$ cat src/mfx_pkg.sv
/*
 * Package for the instruction format decoder and multiply/xor execute block.
 * Holds field positions, opcode prefixes, quarter phase codes and carriers.
 * Assumes a 16-bit instruction word and an 8-bit data path.
 */
package mfx_pkg;
	// ************************************************************
	// Field positions
	// ************************************************************
	localparam int DEST_BIT     = 9;
	localparam int ACCESS_BIT   = 8;
	localparam int FADDR_MSB    = 7;
	localparam int BITSEL_LSB   = 9;
	localparam int LIT_MSB      = 7;
	localparam int BRA_OFS_MSB  = 10;
	localparam int CALL_FAST    = 8;
	localparam int MOVE_ADR_MSB = 11;

	// ************************************************************
	// Opcode prefixes and second word mark
	// ************************************************************
	localparam logic [7:0] OPC_MUL_LIT  = 8'h0D;
	localparam logic [6:0] OPC_MUL_FILE = 7'h01;
	localparam logic [5:0] OPC_XOR      = 6'h06;
	localparam logic [3:0] OPC_MOVE     = 4'hC;
	localparam logic [3:0] SECOND_WORD  = 4'hF;
	localparam logic [7:0] OPC_GOTO     = 8'hEF;
	localparam logic [6:0] OPC_CALL     = 7'h76;
	localparam logic [4:0] OPC_BRA      = 5'h1A;
	localparam logic [4:0] OPC_BCOND    = 5'h1C;

	// ************************************************************
	// Reset values and banking
	// ************************************************************
	localparam logic [7:0] ACCUM_RST    = 8'h00;
	localparam logic [3:0] BANK_RST     = 4'h0;
	localparam logic [7:0] ACCESS_SPLIT = 8'h80;
	localparam logic [3:0] ACCESS_HIGH  = 4'hF;

	// Quarter phases of one instruction cycle, one-hot
	typedef enum logic [3:0] {
		MFX_Q1 = 4'h1,
		MFX_Q2 = 4'h2,
		MFX_Q3 = 4'h4,
		MFX_Q4 = 4'h8
	} mfx_phase_t;

	// Decoded instruction fields
	typedef struct packed {
		logic        dest_file;
		logic        use_bank;
		logic [7:0]  faddr;
		logic [2:0]  bit_sel;
		logic [7:0]  literal;
		logic [10:0] bra_ofs;
		logic [7:0]  bcond_ofs;
		logic        fast;
	} mfx_fields_t;

	// Status flags seen by this block
	typedef struct packed {
		logic neg;
		logic zero;
	} mfx_flags_t;
endpackage : mfx_pkg

$ cat src/mfx_field_dec.sv
/*
 * Field extractor for one 16-bit instruction word.
 * Assumes the word is stable from the fetch register; purely combinational.
 */
`timescale 1ns/1ps
`default_nettype none
module mfx_field_dec
	import mfx_pkg::*;
(
	// Instruction word
	input  wire logic [15:0] word,
	// Split fields
	output var mfx_fields_t  fields
);
	// ************************************************************
	// Field split
	// ************************************************************
	// All layouts share low bits, so each field is cut once
	always_comb begin
		fields.dest_file = word[DEST_BIT];
		fields.use_bank  = word[ACCESS_BIT];
		fields.faddr     = word[FADDR_MSB:0];
		fields.bit_sel   = word[BITSEL_LSB+2:BITSEL_LSB];
		fields.literal   = word[LIT_MSB:0];
		fields.bra_ofs   = word[BRA_OFS_MSB:0];
		fields.bcond_ofs = word[7:0];
		fields.fast      = word[CALL_FAST];
	end
endmodule : mfx_field_dec
`default_nettype wire

$ cat src/mfx_core.sv
/*
 * Decode and execute for the core instruction formats, with the multiply
 * and exclusive-OR instructions carried out. Other opcodes are decoded
 * into fields and flags only. Assumes a file register memory that answers
 * a read address combinationally and takes a write strobe on clk.
 */
`timescale 1ns/1ps
`default_nettype none
// Summary of operation
// - Byte ops: destination bit 9, access bit 8, address bits 7..0.
// - Destination zero writes accumulator, one writes the file register.
// - Access bit zero uses access bank, one uses bank pointer.
// - Eight bit file address joined with bank to form full address.
// - Two word move: 12-bit source, second word 1111 plus destination.
// - Bit ops carry three bit position, access bit and file address.
// - Literal ops hold immediate in bits 7..0, opcode above.
// - Jump and call: two words, twenty bit target, second nibble 1111.
// - Call first word fast bit passed to call context logic.
// - Relative jump has eleven bit offset in bits 10..0.
// - Conditional branch has eight bit offset in bits 7..0.
// - Multiplies are unsigned 8x8 of accumulator with literal or file.
// - Product high and low bytes go to product pair; sources unchanged.
// - Multiplies change no status flag, even for zero product.
// - Exclusive-OR updates only negative and zero flags.
module mfx_core
	import mfx_pkg::*;
(
	// Clock and reset
	input  wire logic        clk,
	input  wire logic        rst,
	// Instruction fetch
	input  wire logic [15:0] instr_word,
	input  wire logic        instr_valid,
	// File register memory
	output logic      [11:0] file_addr,
	input  wire logic [7:0]  file_rdata,
	output logic             file_we,
	output logic      [11:0] file_waddr,
	output logic      [7:0]  file_wdata,
	// Bank pointer from the core
	input  wire logic [3:0]  bank_select_pointer,
	// Architectural state
	output logic      [7:0]  working_accumulator,
	output logic      [7:0]  product_high_byte,
	output logic      [7:0]  product_low_byte,
	output var mfx_flags_t   flags,
	output logic             flags_we,
	// Decoded control words
	output logic      [11:0] move_src,
	output logic      [11:0] move_dst,
	output logic             move_done,
	output logic      [19:0] jump_target,
	output logic             jump_done,
	output logic             call_fast,
	output logic      [10:0] rel_offset,
	output logic      [7:0]  cond_offset,
	output logic      [2:0]  bit_position,
	output logic             cycle_done
);
	// ************************************************************
	// Field decode
	// ************************************************************
	mfx_fields_t fld;

	mfx_field_dec u_dec (
		.word   (instr_word),
		.fields (fld)
	);

	// ************************************************************
	// Opcode classes
	// ************************************************************
	logic is_mul_lit;
	logic is_mul_file;
	logic is_xor;
	logic is_move;
	logic is_goto;
	logic is_call;
	logic is_second;

	// Prefix matches on the upper bits of the word
	always_comb begin
		is_mul_lit  = instr_word[15:8] == OPC_MUL_LIT;
		is_mul_file = instr_word[15:9] == OPC_MUL_FILE;
		is_xor      = instr_word[15:10] == OPC_XOR;
		is_move     = instr_word[15:12] == OPC_MOVE;
		is_goto     = instr_word[15:8] == OPC_GOTO;
		is_call     = instr_word[15:9] == OPC_CALL;
		is_second   = instr_word[15:12] == SECOND_WORD;
	end

	// ************************************************************
	// State
	// ************************************************************
	typedef enum logic [2:0] {
		MFX_W1 = 3'h1,
		MFX_MV = 3'h2,
		MFX_JP = 3'h4
	} mfx_word_t;

	mfx_phase_t  ph_r, ph_nxt;
	mfx_word_t   wd_r, wd_nxt;
	logic [7:0]  acc_r, acc_nxt;
	logic [7:0]  ph_hi_r, ph_hi_nxt;
	logic [7:0]  pl_lo_r, pl_lo_nxt;
	mfx_flags_t  flg_r, flg_nxt;
	logic        flg_we_r, flg_we_nxt;
	logic [15:0] ir_r, ir_nxt;
	logic [7:0]  opnd_r, opnd_nxt;
	logic [15:0] res_r, res_nxt;
	logic [11:0] msrc_r, msrc_nxt, mdst_r, mdst_nxt;
	logic [19:0] jt_r, jt_nxt;
	logic        mdone_r, mdone_nxt, jdone_r, jdone_nxt, fast_r, fast_nxt;
	logic [11:0] opaddr;
	logic        we_nxt;
	logic [7:0]  wdata_nxt;
	logic        we_r;
	logic [7:0]  wdata_r;
	logic [11:0] waddr_r, waddr_nxt;

	// Full operand address from latched word; access bank splits at 0x80
	always_comb begin
		if (ir_r[ACCESS_BIT])
			opaddr = {bank_select_pointer, ir_r[FADDR_MSB:0]};
		else if (ir_r[FADDR_MSB:0] < ACCESS_SPLIT)
			opaddr = {BANK_RST, ir_r[FADDR_MSB:0]};
		else
			opaddr = {ACCESS_HIGH, ir_r[FADDR_MSB:0]};
	end

	// ************************************************************
	// Next state: Q1 decode, Q2 read, Q3 process, Q4 write
	// ************************************************************
	always_comb begin
		ph_nxt     = ph_r;
		wd_nxt     = wd_r;
		acc_nxt    = acc_r;
		ph_hi_nxt  = ph_hi_r;
		pl_lo_nxt  = pl_lo_r;
		flg_nxt    = flg_r;
		flg_we_nxt = 1'b0;
		ir_nxt     = ir_r;
		opnd_nxt   = opnd_r;
		res_nxt    = res_r;
		msrc_nxt   = msrc_r;
		mdst_nxt   = mdst_r;
		jt_nxt     = jt_r;
		mdone_nxt  = 1'b0;
		jdone_nxt  = 1'b0;
		fast_nxt   = fast_r;
		we_nxt     = 1'b0;
		wdata_nxt  = wdata_r;
		waddr_nxt  = waddr_r;
		case (ph_r)
			MFX_Q1: begin
				// Decode: latch the word, wait while fetch stalls
				if (instr_valid) begin
					ir_nxt = instr_word;
					ph_nxt = MFX_Q2;
					case (wd_r)
						MFX_W1: begin
							if (is_move) begin
								msrc_nxt = instr_word[MOVE_ADR_MSB:0];
								wd_nxt   = MFX_MV;
							end else if (is_goto || is_call) begin
								jt_nxt[7:0] = instr_word[7:0];
								fast_nxt    = is_call & fld.fast;
								wd_nxt      = MFX_JP;
							end
						end
						MFX_MV: begin
							// A stray word without the mark drops the pair and is then executed as a single word
							if (is_second) begin
								mdst_nxt  = instr_word[MOVE_ADR_MSB:0];
								mdone_nxt = 1'b1;
							end
							wd_nxt = MFX_W1;
						end
						MFX_JP: begin
							if (is_second) begin
								jt_nxt[19:8] = instr_word[11:0];
								jdone_nxt    = 1'b1;
							end
							wd_nxt = MFX_W1;
						end
						default: wd_nxt = MFX_W1;
					endcase
				end
			end
			MFX_Q2: begin
				// Read operand: literal or file register
				opnd_nxt = (ir_r[15:8] == OPC_MUL_LIT) ? ir_r[LIT_MSB:0] : file_rdata;
				ph_nxt   = MFX_Q3;
			end
			MFX_Q3: begin
				// Process: unsigned 8x8 product or XOR
				if (wd_r == MFX_W1 && ir_r[15:10] == OPC_XOR)
					res_nxt = {8'h00, acc_r ^ opnd_r};
				else
					res_nxt = 16'(acc_r) * 16'(opnd_r);
				ph_nxt = MFX_Q4;
			end
			MFX_Q4: begin
				// Write only for words of the first kind
				if (wd_r == MFX_W1) begin
					if (ir_r[15:8] == OPC_MUL_LIT || ir_r[15:9] == OPC_MUL_FILE) begin
						ph_hi_nxt = res_r[15:8];
						pl_lo_nxt = res_r[7:0];
					end else if (ir_r[15:10] == OPC_XOR) begin
						flg_nxt.neg  = res_r[7];
						flg_nxt.zero = res_r[7:0] == 8'h00;
						flg_we_nxt   = 1'b1;
						if (ir_r[DEST_BIT]) begin
							we_nxt    = 1'b1;
							waddr_nxt = opaddr;
							wdata_nxt = res_r[7:0];
						end else
							acc_nxt = res_r[7:0];
					end
				end
				ph_nxt = MFX_Q1;
			end
			default: ph_nxt = MFX_Q1;
		endcase
	end

	// ************************************************************
	// Registers
	// ************************************************************
	always_ff @(posedge clk or posedge rst) begin
		if (rst) begin
			ph_r <= MFX_Q1;  wd_r <= MFX_W1;
			acc_r <= ACCUM_RST;  ph_hi_r <= 8'h00;  pl_lo_r <= 8'h00;
			flg_r <= '0;  flg_we_r <= 1'b0;  ir_r <= 16'h0000;
			opnd_r <= 8'h00;  res_r <= 16'h0000;
			msrc_r <= 12'h000;  mdst_r <= 12'h000;  jt_r <= 20'h00000;
			mdone_r <= 1'b0;  jdone_r <= 1'b0;  fast_r <= 1'b0;
			we_r <= 1'b0;  wdata_r <= 8'h00;  waddr_r <= 12'h000;
		end else begin
			ph_r <= ph_nxt;  wd_r <= wd_nxt;
			acc_r <= acc_nxt;  ph_hi_r <= ph_hi_nxt;  pl_lo_r <= pl_lo_nxt;
			flg_r <= flg_nxt;  flg_we_r <= flg_we_nxt;  ir_r <= ir_nxt;
			opnd_r <= opnd_nxt;  res_r <= res_nxt;
			msrc_r <= msrc_nxt;  mdst_r <= mdst_nxt;  jt_r <= jt_nxt;
			mdone_r <= mdone_nxt;  jdone_r <= jdone_nxt;  fast_r <= fast_nxt;
			we_r <= we_nxt;  wdata_r <= wdata_nxt;  waddr_r <= waddr_nxt;
		end
	end

	// ************************************************************
	// Outputs
	// ************************************************************
	// Fields of the latched word are held for the whole cycle
	mfx_fields_t ir_fld;
	mfx_field_dec u_dec_ir (
		.word   (ir_r),
		.fields (ir_fld)
	);

	assign file_addr           = opaddr;
	assign file_we             = we_r;
	assign file_waddr          = waddr_r;
	assign file_wdata          = wdata_r;
	assign working_accumulator = acc_r;
	assign product_high_byte   = ph_hi_r;
	assign product_low_byte    = pl_lo_r;
	assign flags               = flg_r;
	assign flags_we            = flg_we_r;
	assign move_src            = msrc_r;
	assign move_dst            = mdst_r;
	assign move_done           = mdone_r;
	assign jump_target         = jt_r;
	assign jump_done           = jdone_r;
	assign call_fast           = fast_r;
	assign rel_offset          = ir_fld.bra_ofs;
	assign cond_offset         = ir_fld.bcond_ofs;
	assign bit_position        = ir_fld.bit_sel;
	assign cycle_done          = ph_r == MFX_Q4;

	// ************************************************************
	// Checks
	// ************************************************************
	a_mul_product: assert property (@(posedge clk) disable iff (rst)
		(ph_r == MFX_Q4 && wd_r == MFX_W1 && ir_r[15:8] == OPC_MUL_LIT)
		|=> ({product_high_byte, product_low_byte} ==
			16'($past(acc_r)) * 16'($past(ir_r[7:0]))))
		else $error("product pair wrong after literal multiply");
	a_mul_noflags: assert property (@(posedge clk) disable iff (rst)
		(ph_r == MFX_Q4 && ir_r[15:9] == OPC_MUL_FILE) |=> $stable(flg_r) && !flags_we)
		else $error("multiply touched flags");
	a_mul_accum: assert property (@(posedge clk) disable iff (rst)
		(ph_r == MFX_Q4 && ir_r[15:8] == OPC_MUL_LIT) |=> $stable(acc_r) && !file_we)
		else $error("multiply changed a source");
	a_xor_dest_acc: assert property (@(posedge clk) disable iff (rst)
		(ph_r == MFX_Q4 && wd_r == MFX_W1 && ir_r[15:10] == OPC_XOR && !ir_r[DEST_BIT])
		|=> acc_r == $past(res_r[7:0]) && !file_we)
		else $error("xor result not in accumulator");
	a_xor_dest_file: assert property (@(posedge clk) disable iff (rst)
		(ph_r == MFX_Q4 && wd_r == MFX_W1 && ir_r[15:10] == OPC_XOR && ir_r[DEST_BIT])
		|=> file_we && file_wdata == $past(res_r[7:0]) && $stable(acc_r))
		else $error("xor result not written to file");
	a_xor_zero: assert property (@(posedge clk) disable iff (rst)
		flags_we |-> flags.zero == (file_we ? file_wdata == 8'h00 : acc_r == 8'h00))
		else $error("xor zero flag wrong");
	a_phase_cycle: assert property (@(posedge clk) disable iff (rst)
		(ph_r == MFX_Q2) |=> ph_r == MFX_Q3 ##1 ph_r == MFX_Q4 ##1 ph_r == MFX_Q1)
		else $error("quarter phases out of order");
	a_bank_addr: assert property (@(posedge clk) disable iff (rst)
		ir_r[ACCESS_BIT] |-> file_addr == {bank_select_pointer, ir_r[7:0]})
		else $error("bank pointer not used");
	a_move_pair: assert property (@(posedge clk) disable iff (rst)
		move_done |-> $past(wd_r) == MFX_MV && $past(instr_word[15:12]) == SECOND_WORD)
		else $error("move completed without second word");
	a_jump_pair: assert property (@(posedge clk) disable iff (rst)
		jump_done |-> jump_target[19:8] == $past(instr_word[11:0]))
		else $error("jump target high bits wrong");
endmodule : mfx_core
`default_nettype wire

$ cat config.mk
export PLATFORM = sky130hd
export DESIGN_NAME = mfx_core
export DESIGN_NICKNAME = d
export VERILOG_FILES = /design/src/mfx_pkg.sv /design/src/mfx_field_dec.sv /design/src/mfx_core.sv
export SDC_FILE = /design/constraint.sdc
export NUM_CORES = 1
export LEC_CHECK = 0
export ABC_AREA = 1
export BUFFER_PORTS_ARGS = -buffer_cell sky130_fd_sc_hd__clkbuf_2
export CAP_MARGIN = 20
export CORE_MARGIN = 4
export CORE_UTILIZATION = 40
export DETAILED_ROUTE_END_ITERATION = 6
export PLACE_DENSITY_LB_ADDON = 0.3
export SYNTH_ARGS = -nofsm -noshare
export SYNTH_HDL_FRONTEND = slang
export SYNTH_SLANG_ARGS = --single-unit
$ cat constraint.sdc
create_clock -name clk -period 6.7 [get_ports clk]
set_input_delay 1.34 -clock clk [delete_from_list [all_inputs] [get_ports clk]]
set_output_delay 1.34 -clock clk [all_outputs]
set_load 0.03 [all_outputs]
# Word-level counts from Yosys, hierarchy flattened
# Cells that the tools add are included.
# W data, S select, Z words.
[classes] n_mux=25 order_cmp=1 multipliers=1 eq_ne=16 bitwise_logic=5 n_reduce_logical=14
[ops] operator="$mux W12" count=2
[ops] operator="$mul A8 B8 Y16" count=1
[ops] operator="$mux W1" count=16
[ops] operator="$mux W16" count=1
[ops] operator="$reduce_and A4 Y1" count=4
[ops] operator="$reduce_and A5 Y1" count=3
[ops] operator="$eq A4 B4 Y1 const B" count=3
[ops] operator="$pmux W4 S3" count=1
[ops] operator="$mux W3" count=3
[ops] operator="$eq A8 B4 Y1 const B" count=1
[ops] operator="$eq A8 B8 Y1 const B" count=1
[ops] operator="$logic_not A8 Y1" count=1
[ops] operator="$lt A8 B8 Y1 const B" count=1
[ops] operator="$mux W8" count=1
[ops] operator="$xor A8 B8 Y8" count=1
[ops] operator="$eq A7 B1 Y1 const B" count=1
[ops] operator="$eq A7 B7 Y1 const B" count=1
[ops] operator="$eq A6 B3 Y1 const B" count=1
[ops] operator="$reduce_and A3 Y1" count=2
[ops] operator="$eq A4 B1 Y1 const B" count=1
[ops] operator="$eq A4 B2 Y1 const B" count=1
[ops] operator="$eq A4 B3 Y1 const B" count=1
[ops] operator="$mux W4" count=1
[ops] operator="$eq A3 B1 Y1 const B" count=1
[ops] operator="other kinds (9)" count=12
[totals] out_inout_bits=130 elab_cells=83 regBits=142

# Depth between registers and ports, before layout
# Gate-level depths: netlist of the first run.
[depth] ltp_word=5 depth_mapped=21

# Modules after synthesis
# A second synthesis of the first run with hierarchy kept.
[unflattened] hier_cells=1051 hier_area_um2=8832.2
[by_module_without_submodules] mod="mfx_core" instances=1 area_per_inst_um2=8216.6 cells_per_inst=969 seq_area_each_um2=3555.9
[by_module_without_submodules] mod="mfx_field_dec" instances=2 area_per_inst_um2=307.8 cells_per_inst=41 seq_area_each_um2=0.0

# Least setup slack after synthesis of the first run
# Ideal clock, no wire load.
[synth_path] kind="flip-flop to flip-flop" startpoint="register acc_r[0] (netlist: working_accumulator[0])" endpoint="register res_r[15]" path_stages_with_launch=19 path_buffers=1 period_less_slack_ns=4.053 setup_slack_ns=2.647 t_arrival_ns=3.935 path_cell_list="dfrtp_1 buf_2 nand2_1 fa_1 fa_1 inv_1 fa_1 inv_1 fa_1 inv_1 ha_1 nand2_1 nor2_1 and2_1 nand2_1 nand3_1 nand2_1 nand3_1 nand2_1"
[synth_via] elab_chain_cells=2
[synth_lines] element="from (decl)" line_no="mfx_core.sv:103" rtl="logic [7:0] acc_r, acc_nxt;"
[synth_lines] element="from (signal assigned)" line_no="mfx_core.sv:241" rtl="acc_r <= acc_nxt; ph_hi_r <= ph_hi_nxt; pl_lo_r <= pl_lo_nxt;"
[synth_lines] element="$mul A8 B8 Y16" line_no="mfx_core.sv:200" rtl="res_nxt = 16'(acc_r) * 16'(opnd_r);"
[synth_lines] element="$mux W16" line_no="mfx_core.sv:197" rtl="if (wd_r == MFX_W1 && ir_r[15:10] == OPC_XOR)"
[synth_lines] element="to (signal assigned)" line_no="mfx_core.sv:243" rtl="opnd_r <= opnd_nxt; res_r <= res_nxt;"
[synth_lines] element="to (decl)" line_no="mfx_core.sv:110" rtl="logic [15:0] res_r, res_nxt;"
# No other way between the ends.
# A chain may end at the register's enable or synchronous reset.

# Final worst setup path of the first run
[layout_path] startpoint="register acc_r[0] (netlist: working_accumulator[0])" endpoint="register res_r[14]"
# Same word-level chain as after synthesis.

==> summary.txt, run 1 <==
Run status
  – Outcome: completed

Finish
  – Layout area overhead: 15.5%
  – Fraction of layout cells with a size suffix above 1: 23.7%
  – Layout Nets: 1210
  – Ant diodes: 0

Yosys
  – Ys async rst share: 100%
  – Yosys warnings: 0
  – Synth Area per Inst: 8.64 sq um
  – EDFF count, synth: 0
  – Synth top area share: 41.2%
  – Post-Synthesis Net Count: 1096
  – Top cells by area, synth: dfrtp_1 (41%), nand2_1 (12%), fa_1 (8.5%)
  – Synthesized area: 8510 sq um
  – Yosys reg bits: 142
  – Synth top cells by count: nand2_1 (267), inv_1 (186), dfrtp_1 (140)
  – Synth cell types: 41
  – Yosys top cell by area: dfrtp_1
  – Primary FF master, synth: dfrtp_1
  – Top-count cell post-synth: nand2_1
  – Post-Synthesis Cells: 985
  – Sequential area share after synthesis: 41.8%

Die
  – Die height: 154 microns
  – Die width: 154 microns
  – I/O pin count: 161
  – Die footprint: 23700 sq um
  – Core Area: 21000 sq um
  – Starting utilization of the core area: 40.6%
  – Placement row count: 53

Timing
  – Max-slew violations: 0
  – Final setup TNS: 0 ps
  – Fin crit share: 61.3%
  – Worst Skew: 9.20 ps
  – Final worst path period need: 4110 ps
  – Setup-failing EPs final: 0
  – F_max: 243 MHz
  – Worst slew pin tran: 919 ps
  – Final Hold Fails: 0
  – Relative slew slack: 38.3%
  – RSZ-0062 raised after global routing: no

Clock tree
  – Post-cts sizing count: 0
  – CTS max path bufs: 2
  – Postcts setup bufs: 0
  – Clock H-tree levels: 4
  – Hold-fix buffers at CTS: 0
  – CTS tree: done
  – Cts bufs inserted: 17
  – Clock sink count: 142
  – Clock-pin slew on the worst setup and hold paths: 60 ps
  – Clk root buf: clkbuf_16
  – Clock latency on the worst-skew pair: 420 ps

Global route
  – Vias in the first global route: 6614
  – Total GRT Usage: 17.8%
  – Global-route wire length before repair: 34.4 mm
  – Pin count of the biggest net entering global routing: 80
  – Initial antenna violation count: 0
  – Grt total ovfl: 0

Route
  – Total Routed Length: 20.2 mm
  – Routed Antenna Nets: 0
  – Via density: 4.63
  – TritonRoute pass-1 iters: 4
  – Average wire per standard cell: 14.6 microns
  – Via count: 6420
  – Initial DRC count: 284
  – DRC viols: 0

Setup path
  – CP Cell Sequence: nand2_1 > fa_1 > fa_1 > inv_1 > fa_1 > inv_1 > fa_1 > inv_1 > ha_1 > nand2_1 > nor2_1 > nand3_1 > nand3_1 > nand2_1 > nand3_1 > nand2_1
  – CP Launch Type: flip-flop
  – Crit-path leading delay family: adder cells
  – WP data required: 7000 ps
  – Kind of critical path: flip-flop to flip-flop
  – Crit end category: flip-flop
  – Critical Path Max Stage Delay: 540 ps
  – Arrival @ worst endpoint: 4410 ps
  – Max Fanout on Critical Path: 10
  – WP buf/inv: 3
  – CP max stage cell: dfrtp_1

Flow run
  – Max cap viols: 0

Placed design
  – Routability cong.: 0.914
  – # port buffers: 160
  – DPL Wire Length: 15.7 mm

Power
  – Seq pwr share: 39.2%
  – Design Power: 2.98 mW
  – Switching share of power: 41.3%
  – Internal: 1.75 mW
  – PwrDens: 303 nW/um^2
  – Peak VDD IR: 208 uV
  – Comb pwr share: 29.0%
  – Clk pwr share: 31.8%
  – Static leakage: 5.63 nW
  – Switch Pwr: 1.23 mW

Hold path
  – Worst Hold Class: flip-flop to flip-flop
-- routing by layer --
metal / GRT usage (%) / share of wire [%]
met2: 29.2 / 47
met1: 23.5 / 45
met4: 3.74 / 1.3
met5: 0 / 0
met3: 5.54 / 6.7
-- flip-flops by register name, summed over array words and instances, names as in the netlist --
| name | flops |
|---|---|
| call_fast | 1 |
| file_waddr | 12 |
| file_wdata | 8 |
| file_we | 1 |
| flags | 2 |
| flags_we | 1 |
| ir_r | 16 |
| jump_done | 1 |
| jump_target | 20 |
| move_done | 1 |
| move_dst | 12 |
| move_src | 12 |
| opnd_r | 8 |
| ph_r | 4 |
| product_high_byte | 8 |
| product_low_byte | 8 |
| res_r | 16 |
| wd_r | 3 |
| working_accumulator | 8 |
-- power groups by stage --
stage | Combinational [mW] | Clock (mW) | Sequential (mW)
2_1_floorplan | 0.712 | 0 | 1.19
3_3_place_gp | 0.869 | 0 | 1.18
3_5_place_dp | 0.878 | 0 | 1.18
4_1_cts | 0.879 | 0.968 | 1.17
5_1_grt | 0.944 | 1.01 | 1.20
6_report | 0.864 | 0.948 | 1.17
-- cells by family after synthesis --
kind of cell	share of synthesized area (%)
compound gates	11.0
xor+xnor	0.412
fa+ha+maj	14.9
buf+inv	13.8
flops	41.8
simple gates	18.1
-- layout make-up --
class | instances | area [sq um]
fill | 2105 | 11100
multi-input combinational | 585 | 3780
sequential | 142 | 3560
timing repair buffer | 162 | 816
inverter | 191 | 724
clock buffer | 17 | 425
tap | 275 | 344
clock inverter | 15 | 176
-- stage by stage --
step,util (%),hold slack [ps],area [sq um],setup slack [ps],instances
after floorplan,-,449,8510,1550,985
after global placement,44.0,465,9220,2650,1355
after detailed placement,44.0,465,9220,2630,1355
after CTS,46.9,482,9830,2580,1387
after global routing,46.9,506,9830,2270,1387
final,46.9,480,9830,2590,1387
-- final timing paths --
kind / startpoint / to / slack (ps) / cells after the start
setup / recovery: working_accumulator[0]$_DFFE_PP0P_ / res_r[14]$_DFFE_PP0P_ / 2590 / 16
hold / removal: res_r[14]$_DFFE_PP0P_ / res_r[14]$_DFFE_PP0P_ / 480 / 2
setup reg to reg: working_accumulator[0]$_DFFE_PP0P_ / res_r[14]$_DFFE_PP0P_ / 2590 / 16
hold reg to reg: res_r[14]$_DFFE_PP0P_ / res_r[14]$_DFFE_PP0P_ / 480 / 2
max in group asynchronous: rst / jump_target[10]$_DFFE_PP0P_ / 4410 / 3
min in group asynchronous: rst / ir_r[14]$_DFFE_PP0P_ / 1050 / 2
-- worst reg2reg max path: cells and delay by family, from the launching register on --
family	cells	cell delay, ps
adders and majority gates	5	2460
buffers and inverters	3	140
DFF	1	540
and+or+nand+nor	8	850
-- cells in the final DEF, fill, tap and decap left out, types with 5 or more instances in the layout --
| cell | instances |
|---|---|
| a21oi_1 | 13 |
| a31oi_1 | 8 |
| clkbuf_16 | 17 |
| clkbuf_2 | 160 |
| dfrtp_1 | 140 |
| fa_1 | 36 |
| ha_1 | 44 |
| inv_1 | 185 |
| inv_6 | 5 |
| nand2_1 | 267 |
| nand3_1 | 25 |
| nand3_2 | 7 |
| nand4_1 | 7 |
| nor2_1 | 24 |
| o21ai_0 | 29 |
| o21ai_1 | 49 |
| o21ai_2 | 38 |
(Power assumes the default switching activity.)
==> run 2, diff against run 1 <==
--- a/config.mk
+++ b/config.mk
@@ -5,7 +5,7 @@
 export SDC_FILE = /design/constraint.sdc
 export NUM_CORES = 1
 export LEC_CHECK = 0
-export ABC_AREA = 1
+export ABC_AREA = 0
 export BUFFER_PORTS_ARGS = -buffer_cell sky130_fd_sc_hd__clkbuf_2
 export CAP_MARGIN = 20
 export CORE_MARGIN = 4
==> constraint.sdc (replaced) <==
create_clock -name clk -period 4 [get_ports clk]
set_input_delay 0.8 -clock clk [delete_from_list [all_inputs] [get_ports clk]]
set_output_delay 0.8 -clock clk [all_outputs]
set_load 0.03 [all_outputs]
==> summary.txt, run 2 <==
Finish
  – Max FFs per register: 20
  – Most frequent cells in the layout: clkbuf_2 (160), dfrtp_1 (128), mux2_2 (95), nand2_1 (70), buf_4 (56)
  – Ant diodes: 0
  – Layout area overhead: 28.2%
  – Final Core Density: 52.6%
  – Fraction of layout cells with a size suffix above 1: 47.0%
  – Commonest non-fill, non-tap cell in the layout: clkbuf_2
  – Layout Nets: 1005

Clock tree
  – Clock H-tree levels: 4
  – Clock sink count: 142
  – Hold-fix buffers at CTS: 0
  – CTS tree: done
  – Clock latency on the worst-skew pair: 410 ps
  – Cts bufs inserted: 17
  – CTS max path bufs: 2
  – Clock-pin slew on the worst setup and hold paths: 60 ps
  – Clk root buf: clkbuf_16

Timing
  – F_max: 241 MHz
  – Relative slew slack: 32.9%
  – Fin crit share: 104%
  – Max-slew violations: 0
  – RSZ-0062 raised after global routing: yes
  – Worst Skew: 12.3 ps
  – Final worst slack: -142 ps
  – Setup-failing EPs final: 4
  – Final setup TNS: -274 ps
  – Worst slew pin tran: 1000 ps
  – Final Hold Fails: 0
  – Final worst path period need: 4140 ps

Setup path
  – WP data required: 4290 ps
  – Cells on worst reg2reg path: 14
  – Crit end category: flip-flop
  – Arrival @ worst endpoint: 4440 ps
  – CP Launch Type: flip-flop
  – Kind of critical path: flip-flop to flip-flop
  – Flop2flop setup slack: -140 ps
  – CP Launch Point: working_accumulator[2]$_DFFE_PP0P_
  – Max Fanout on Critical Path: 8
  – R2r startpoint: working_accumulator[2]$_DFFE_PP0P_
  – R2R Path End: res_r[14]$_DFFE_PP0P_
  – CP endpoint: res_r[14]$_DFFE_PP0P_

Flow run
  – Max cap viols: 0

Hold path
  – Worst Hold Class: primary input to asynchronous set/reset pin

Route
  – Initial DRC count: 166
  – Via density: 4.90
  – Total Routed Length: 19.5 mm
  – TritonRoute pass-1 iters: 4
  – Routed Antenna Nets: 0
  – Average wire per standard cell: 16.7 microns
  – Via count: 5738
  – DRC viols: 0

Die
  – Die width: 150 microns
  – Die footprint: 22400 sq um
  – Placement row count: 51
  – Starting utilization of the core area: 41.0%
  – Die height: 150 microns
  – I/O pin count: 161
  – Core Area: 19600 sq um

Yosys
  – Synth cell types: 57
  – Sequential area share after synthesis: 44.2%
  – Synth Area per Inst: 11.5 sq um
  – Top-count cell post-synth: dfrtp_1
  – Ys async rst share: 100%
  – Synth top cells by count: dfrtp_1 (140), mux2_2 (95), nand2_1 (74)
  – Post-Synthesis Cells: 697
  – Synthesized area: 8040 sq um
  – Yosys reg bits: 142
  – Yosys warnings: 0
  – Post-Synthesis Net Count: 808
  – Primary FF master, synth: dfrtp_1
  – EDFF count, synth: 0
  – Top cells by area, synth: dfrtp_1 (44%), mux2_2 (13%), fa_1 (9.0%)
  – Synth top area share: 43.6%
  – Yosys top cell by area: dfrtp_1

Power
  – PwrDens: 475 nW/um^2
  – Static leakage: 5.38 nW
  – Peak VDD IR: 425 uV

Placed design
  – Dpl ws: -391 ps
  – DPL Wire Length: 14.7 mm
  – Routability cong.: 0.847
  – # port buffers: 160

Run status
  – Failing checks: negative setup slack
  – Outcome: finished, violations left

Global route
  – Grt total ovfl: 0
  – Total GRT Usage: 17.8%
  – Global-route wire length before repair: 31.6 mm
  – Initial antenna violation count: 0
  – Pin count of the biggest net entering global routing: 91
  – Vias in the first global route: 6010
## run 2: cell count changes after synthesis, sizes merged, moves of 11 or more
| cell | delta |
|---|---|
| and2 | +44 |
| nand3 | -26 |
| buf | -11 |
| o21ai | -97 |
| mux2 | +95 |
| inv | -129 |
| mux2i | +13 |
| nand2 | -197 |
## run 2: power breakdown
group	switching [mW]	internal [mW]	total [mW]
registers	0.267	1.65	1.92
clock network	0.644	0.967	1.61
logic	0.908	0.459	1.37
## run 2: kinds of logic (layout without fill, tap and decap cells)
group           Yosys count  after routing  share of synthesized area, %
simple gates            182            182                          12.1
flops                   142            142                          44.2
buf+inv                 111            321                          6.94
mux                     108            108                          14.9
fa+ha+maj                80             80                          15.8
compound gates           71             71                          5.67
xor+xnor                  3              3                         0.327
## run 2: critical path, cell delays in order (launching register included)
cell	delay (ps)
dfrtp_2	470
buf_6	140
and2_4	130
fa_1	490
fa_1	430
fa_1	500
inv_1	60
fa_1	510
inv_2	50
ha_4	220
a21o_1	170
a21oi_2	180
o21ai_2	70
or3_1	350
a32o_1	250
## run 2: worst min-delay path by stage
stage,from,end,slack [ps],cells past startpoint
floorplan,res_r[11]$_DFFE_PP0P_,res_r[11]$_DFFE_PP0P_,440,2
global placement,call_fast$_DFFE_PP0P_,call_fast$_DFFE_PP0P_,460,2
detailed placement,call_fast$_DFFE_PP0P_,call_fast$_DFFE_PP0P_,470,2
CTS,rst,file_waddr[8]$_DFFE_PP0P_,240,2
global route,rst,file_waddr[8]$_DFFE_PP0P_,240,2
finish,rst,file_waddr[8]$_DFFE_PP0P_,250,2
## run 2: layout make-up
class / count / area, sq um
Inverter: 63 / 240
Multi-Input combinational cell: 444 / 4200
Clock buffer: 19 / 453
Sequential cell: 142 / 3570
Fill cell: 1785 / 9290
Tap cell: 265 / 332
Clock inverter: 13 / 154
Timing Repair Buffer: 226 / 1350
## run 2: per-stage QoR
step | power (mW) | hold WS, ps | area [sq um] | cells
after floorplan | 2.94 | 438 | 8130 | 697
final | 4.89 | 252 | 10300 | 1172
after detailed placement | 3.25 | 465 | 9340 | 1124
after CTS | 4.90 | 238 | 10100 | 1164
after global routing | 5.13 | 240 | 10300 | 1172
after global placement | 3.23 | 462 | 9340 | 1124
## run 2: layer usage
layer / routed length (microns) / global-route usage [%] / vias to the layer above
met5: 0 / 0 / -
met4: 273 / 5.12 / 0
met3: 1120 / 5.00 / 19
met2: 9470 / 28.8 / 123
met1: 8680 / 23.4 / 2872
li1: - / - / 2724
## run 2: timing repair
| item | CTS | global route |
|---|---|---|
| resized for setup | 28 | 32 |
| gates cloned | 0 | 0 |
| pin swaps | 10 | 15 |
| setup endpoints to repair | 9 | 9 |
| setup buffers | 8 | 8 |
==> run 3, diff against run 2 <==
--- a/config.mk
+++ b/config.mk
@@ -12,6 +12,7 @@
 export CORE_UTILIZATION = 40
 export DETAILED_ROUTE_END_ITERATION = 6
 export PLACE_DENSITY_LB_ADDON = 0.3
+export SKIP_LAST_GASP = 1
 export SYNTH_ARGS = -nofsm -noshare
 export SYNTH_HDL_FRONTEND = slang
 export SYNTH_SLANG_ARGS = --single-unit
==> summary.txt, run 3 (same netlist as run 2, synthesis figures left out) <==
Run status
  – Outcome: finished, violations left
  – Failing checks: negative setup slack

Timing
  – Final Hold Fails: 0
  – Setup-failing EPs final: 3
  – Worst Skew: 12.3 ps
  – Max-slew violations: 0
  – F_max: 242 MHz
  – Relative slew slack: 32.2%
  – Final worst slack: -131 ps
  – Worst slew pin tran: 1010 ps
  – Fin crit share: 103%
  – Final worst path period need: 4130 ps
  – RSZ-0062 raised after global routing: yes

Setup path
  – Crit-path leading delay family: adder cells
  – Critical Path Max Stage Delay: 520 ps
  – Crit end category: flip-flop
  – WP data required: 4290 ps
  – Max Fanout on Critical Path: 8
  – Crit-path most repeated cell: fa_1
  – CP max stage cell: fa_1
  – Arrival @ worst endpoint: 4430 ps
  – CP Launch Type: flip-flop
  – Kind of critical path: flip-flop to flip-flop
  – CP Cell Sequence: buf_6 > and2_4 > fa_1 > fa_1 > fa_1 > inv_2 > fa_1 > inv_2 > ha_4 > a21o_1 > a21oi_2 > o21ai_1 > or3_1 > a32o_1
  – WP buf/inv: 3

Die
  – Die width: 150 microns
  – Core Area: 19600 sq um
  – Starting utilization of the core area: 41.0%
  – Placement row count: 51
  – Die height: 150 microns
  – Die footprint: 22400 sq um
  – I/O pin count: 161

Finish
  – Layout area overhead: 27.6%
  – Final Core Density: 52.4%
  – Design area: 10300 sq um
  – Ant diodes: 0
  – Commonest non-fill, non-tap cell in the layout: clkbuf_2
  – Most frequent cells in the layout: clkbuf_2 (161), dfrtp_1 (128), mux2_2 (95), nand2_1 (70), buf_4 (60)
  – Fraction of layout cells with a size suffix above 1: 46.3%
  – Max FFs per register: 20
  – Layout Nets: 1005

Route
  – DRC viols: 0
  – Via count: 5730
  – TritonRoute pass-1 iters: 4
  – Average wire per standard cell: 16.7 microns
  – Routed Antenna Nets: 0
  – Via density: 4.89
  – Initial DRC count: 169
  – Total Routed Length: 19.5 mm

Clock tree
  – Clock latency on the worst-skew pair: 410 ps
  – CTS max path bufs: 2
  – Clock H-tree levels: 4
  – Clock sink count: 142
  – CTS tree: done
  – Hold-fix buffers at CTS: 0
  – Clk root buf: clkbuf_16
  – Cts bufs inserted: 17
  – Clock-pin slew on the worst setup and hold paths: 60 ps

Placed design
  – DPL Wire Length: 14.7 mm
  – Area after DPL: 9340 sq um
  – Routability cong.: 0.847
  – # port buffers: 160

Global route
  – Vias in the first global route: 5988
  – Initial antenna violation count: 0
  – Total GRT Usage: 17.7%
  – Grt total ovfl: 0
  – Global-route wire length before repair: 31.5 mm
  – Pin count of the biggest net entering global routing: 91

Power
  – Peak VDD IR: 425 uV
  – PwrDens: 476 nW/um^2
  – Static leakage: 5.38 nW

Flow run
  – Max cap viols: 0

Hold path
  – Worst Hold Class: primary input to asynchronous set/reset pin
-- run 3: cell types whose count changed in the layout (fill, tap and decap cells not counted), moves of 2 or more --
cell   before  now
buf_6       8    3
buf_4      56   60
ha_1       35   37
ha_2        2    0
-- run 3: layout make-up --
type                       count  area (sq um)
clock buffer                  19           453
clock inverter                13           154
fill                        1792          9330
inverter                      63           240
multi-input combinational    444          4180
sequential                   142          3570
tap                          265           332
timing repair buffer         226          1330
-- run 3: where the power goes --
part	internal (mW)	leakage [nW]	switching, mW
Combinational	0.448	3.21	0.908
Sequential	1.65	1.87	0.265
Clock	0.967	0.297	0.643
Total	3.06	5.38	1.82
-- run 3: worst reg2reg max path, stage by stage, from the launching register on --
cell and delay (ps):
dfrtp_2 470, buf_6 140, and2_4 130, fa_1 490
fa_1 430, fa_1 520, inv_2 40, fa_1 510
inv_2 50, ha_4 220, a21o_1 160, a21oi_2 160
o21ai_1 90, or3_1 350, a32o_1 250
-- run 3: per-layer routing --
metal	share of wire [%]	global-route usage, %	vias up
li1	-	-	2718
met1	44	23.5	2863
met2	48	28.7	132
met3	6.1	4.91	17
met4	1.3	5.03	0
met5	0	0	-
-- run 3: final timing paths --
check	startpoint	slack (ps)	cells after the start	to
max	working_accumulator[2]$_DFFE_PP0P_	-130	14	res_r[14]$_DFFE_PP0P_
min	rst	250	2	file_waddr[8]$_DFFE_PP0P_
max reg2reg	working_accumulator[2]$_DFFE_PP0P_	-130	14	res_r[14]$_DFFE_PP0P_
min reg2reg	ir_r[13]$_DFFE_PP0P_	480	2	ir_r[13]$_DFFE_PP0P_
max in group asynchronous	rst	2890	3	working_accumulator[7]$_DFFE_PP0P_
min in group clk	ir_r[13]$_DFFE_PP0P_	480	2	ir_r[13]$_DFFE_PP0P_
-- run 3: stage by stage --
stage          instances  setup WS [ps]  hold slack (ps)  TNS [ps]  power (mW)
6_report            1172           -131              253      -281        4.88
5_1_grt             1172           -253              240     -1160        5.12
4_1_cts             1164           -128              238      -271        4.90
3_5_place_dp        1124           -391              465     -2140        3.25
3_3_place_gp        1124           -318              462     -1330        3.23
2_1_floorplan        697          -7.57              438     -7.57        2.94
-- run 3: repair_timing --
item	4_1_cts	5_1_grt
buffers inserted	8	8
setup endpoints to repair	9	9
resized for setup	26	20
pin swaps	10	18
gates cloned	0	0
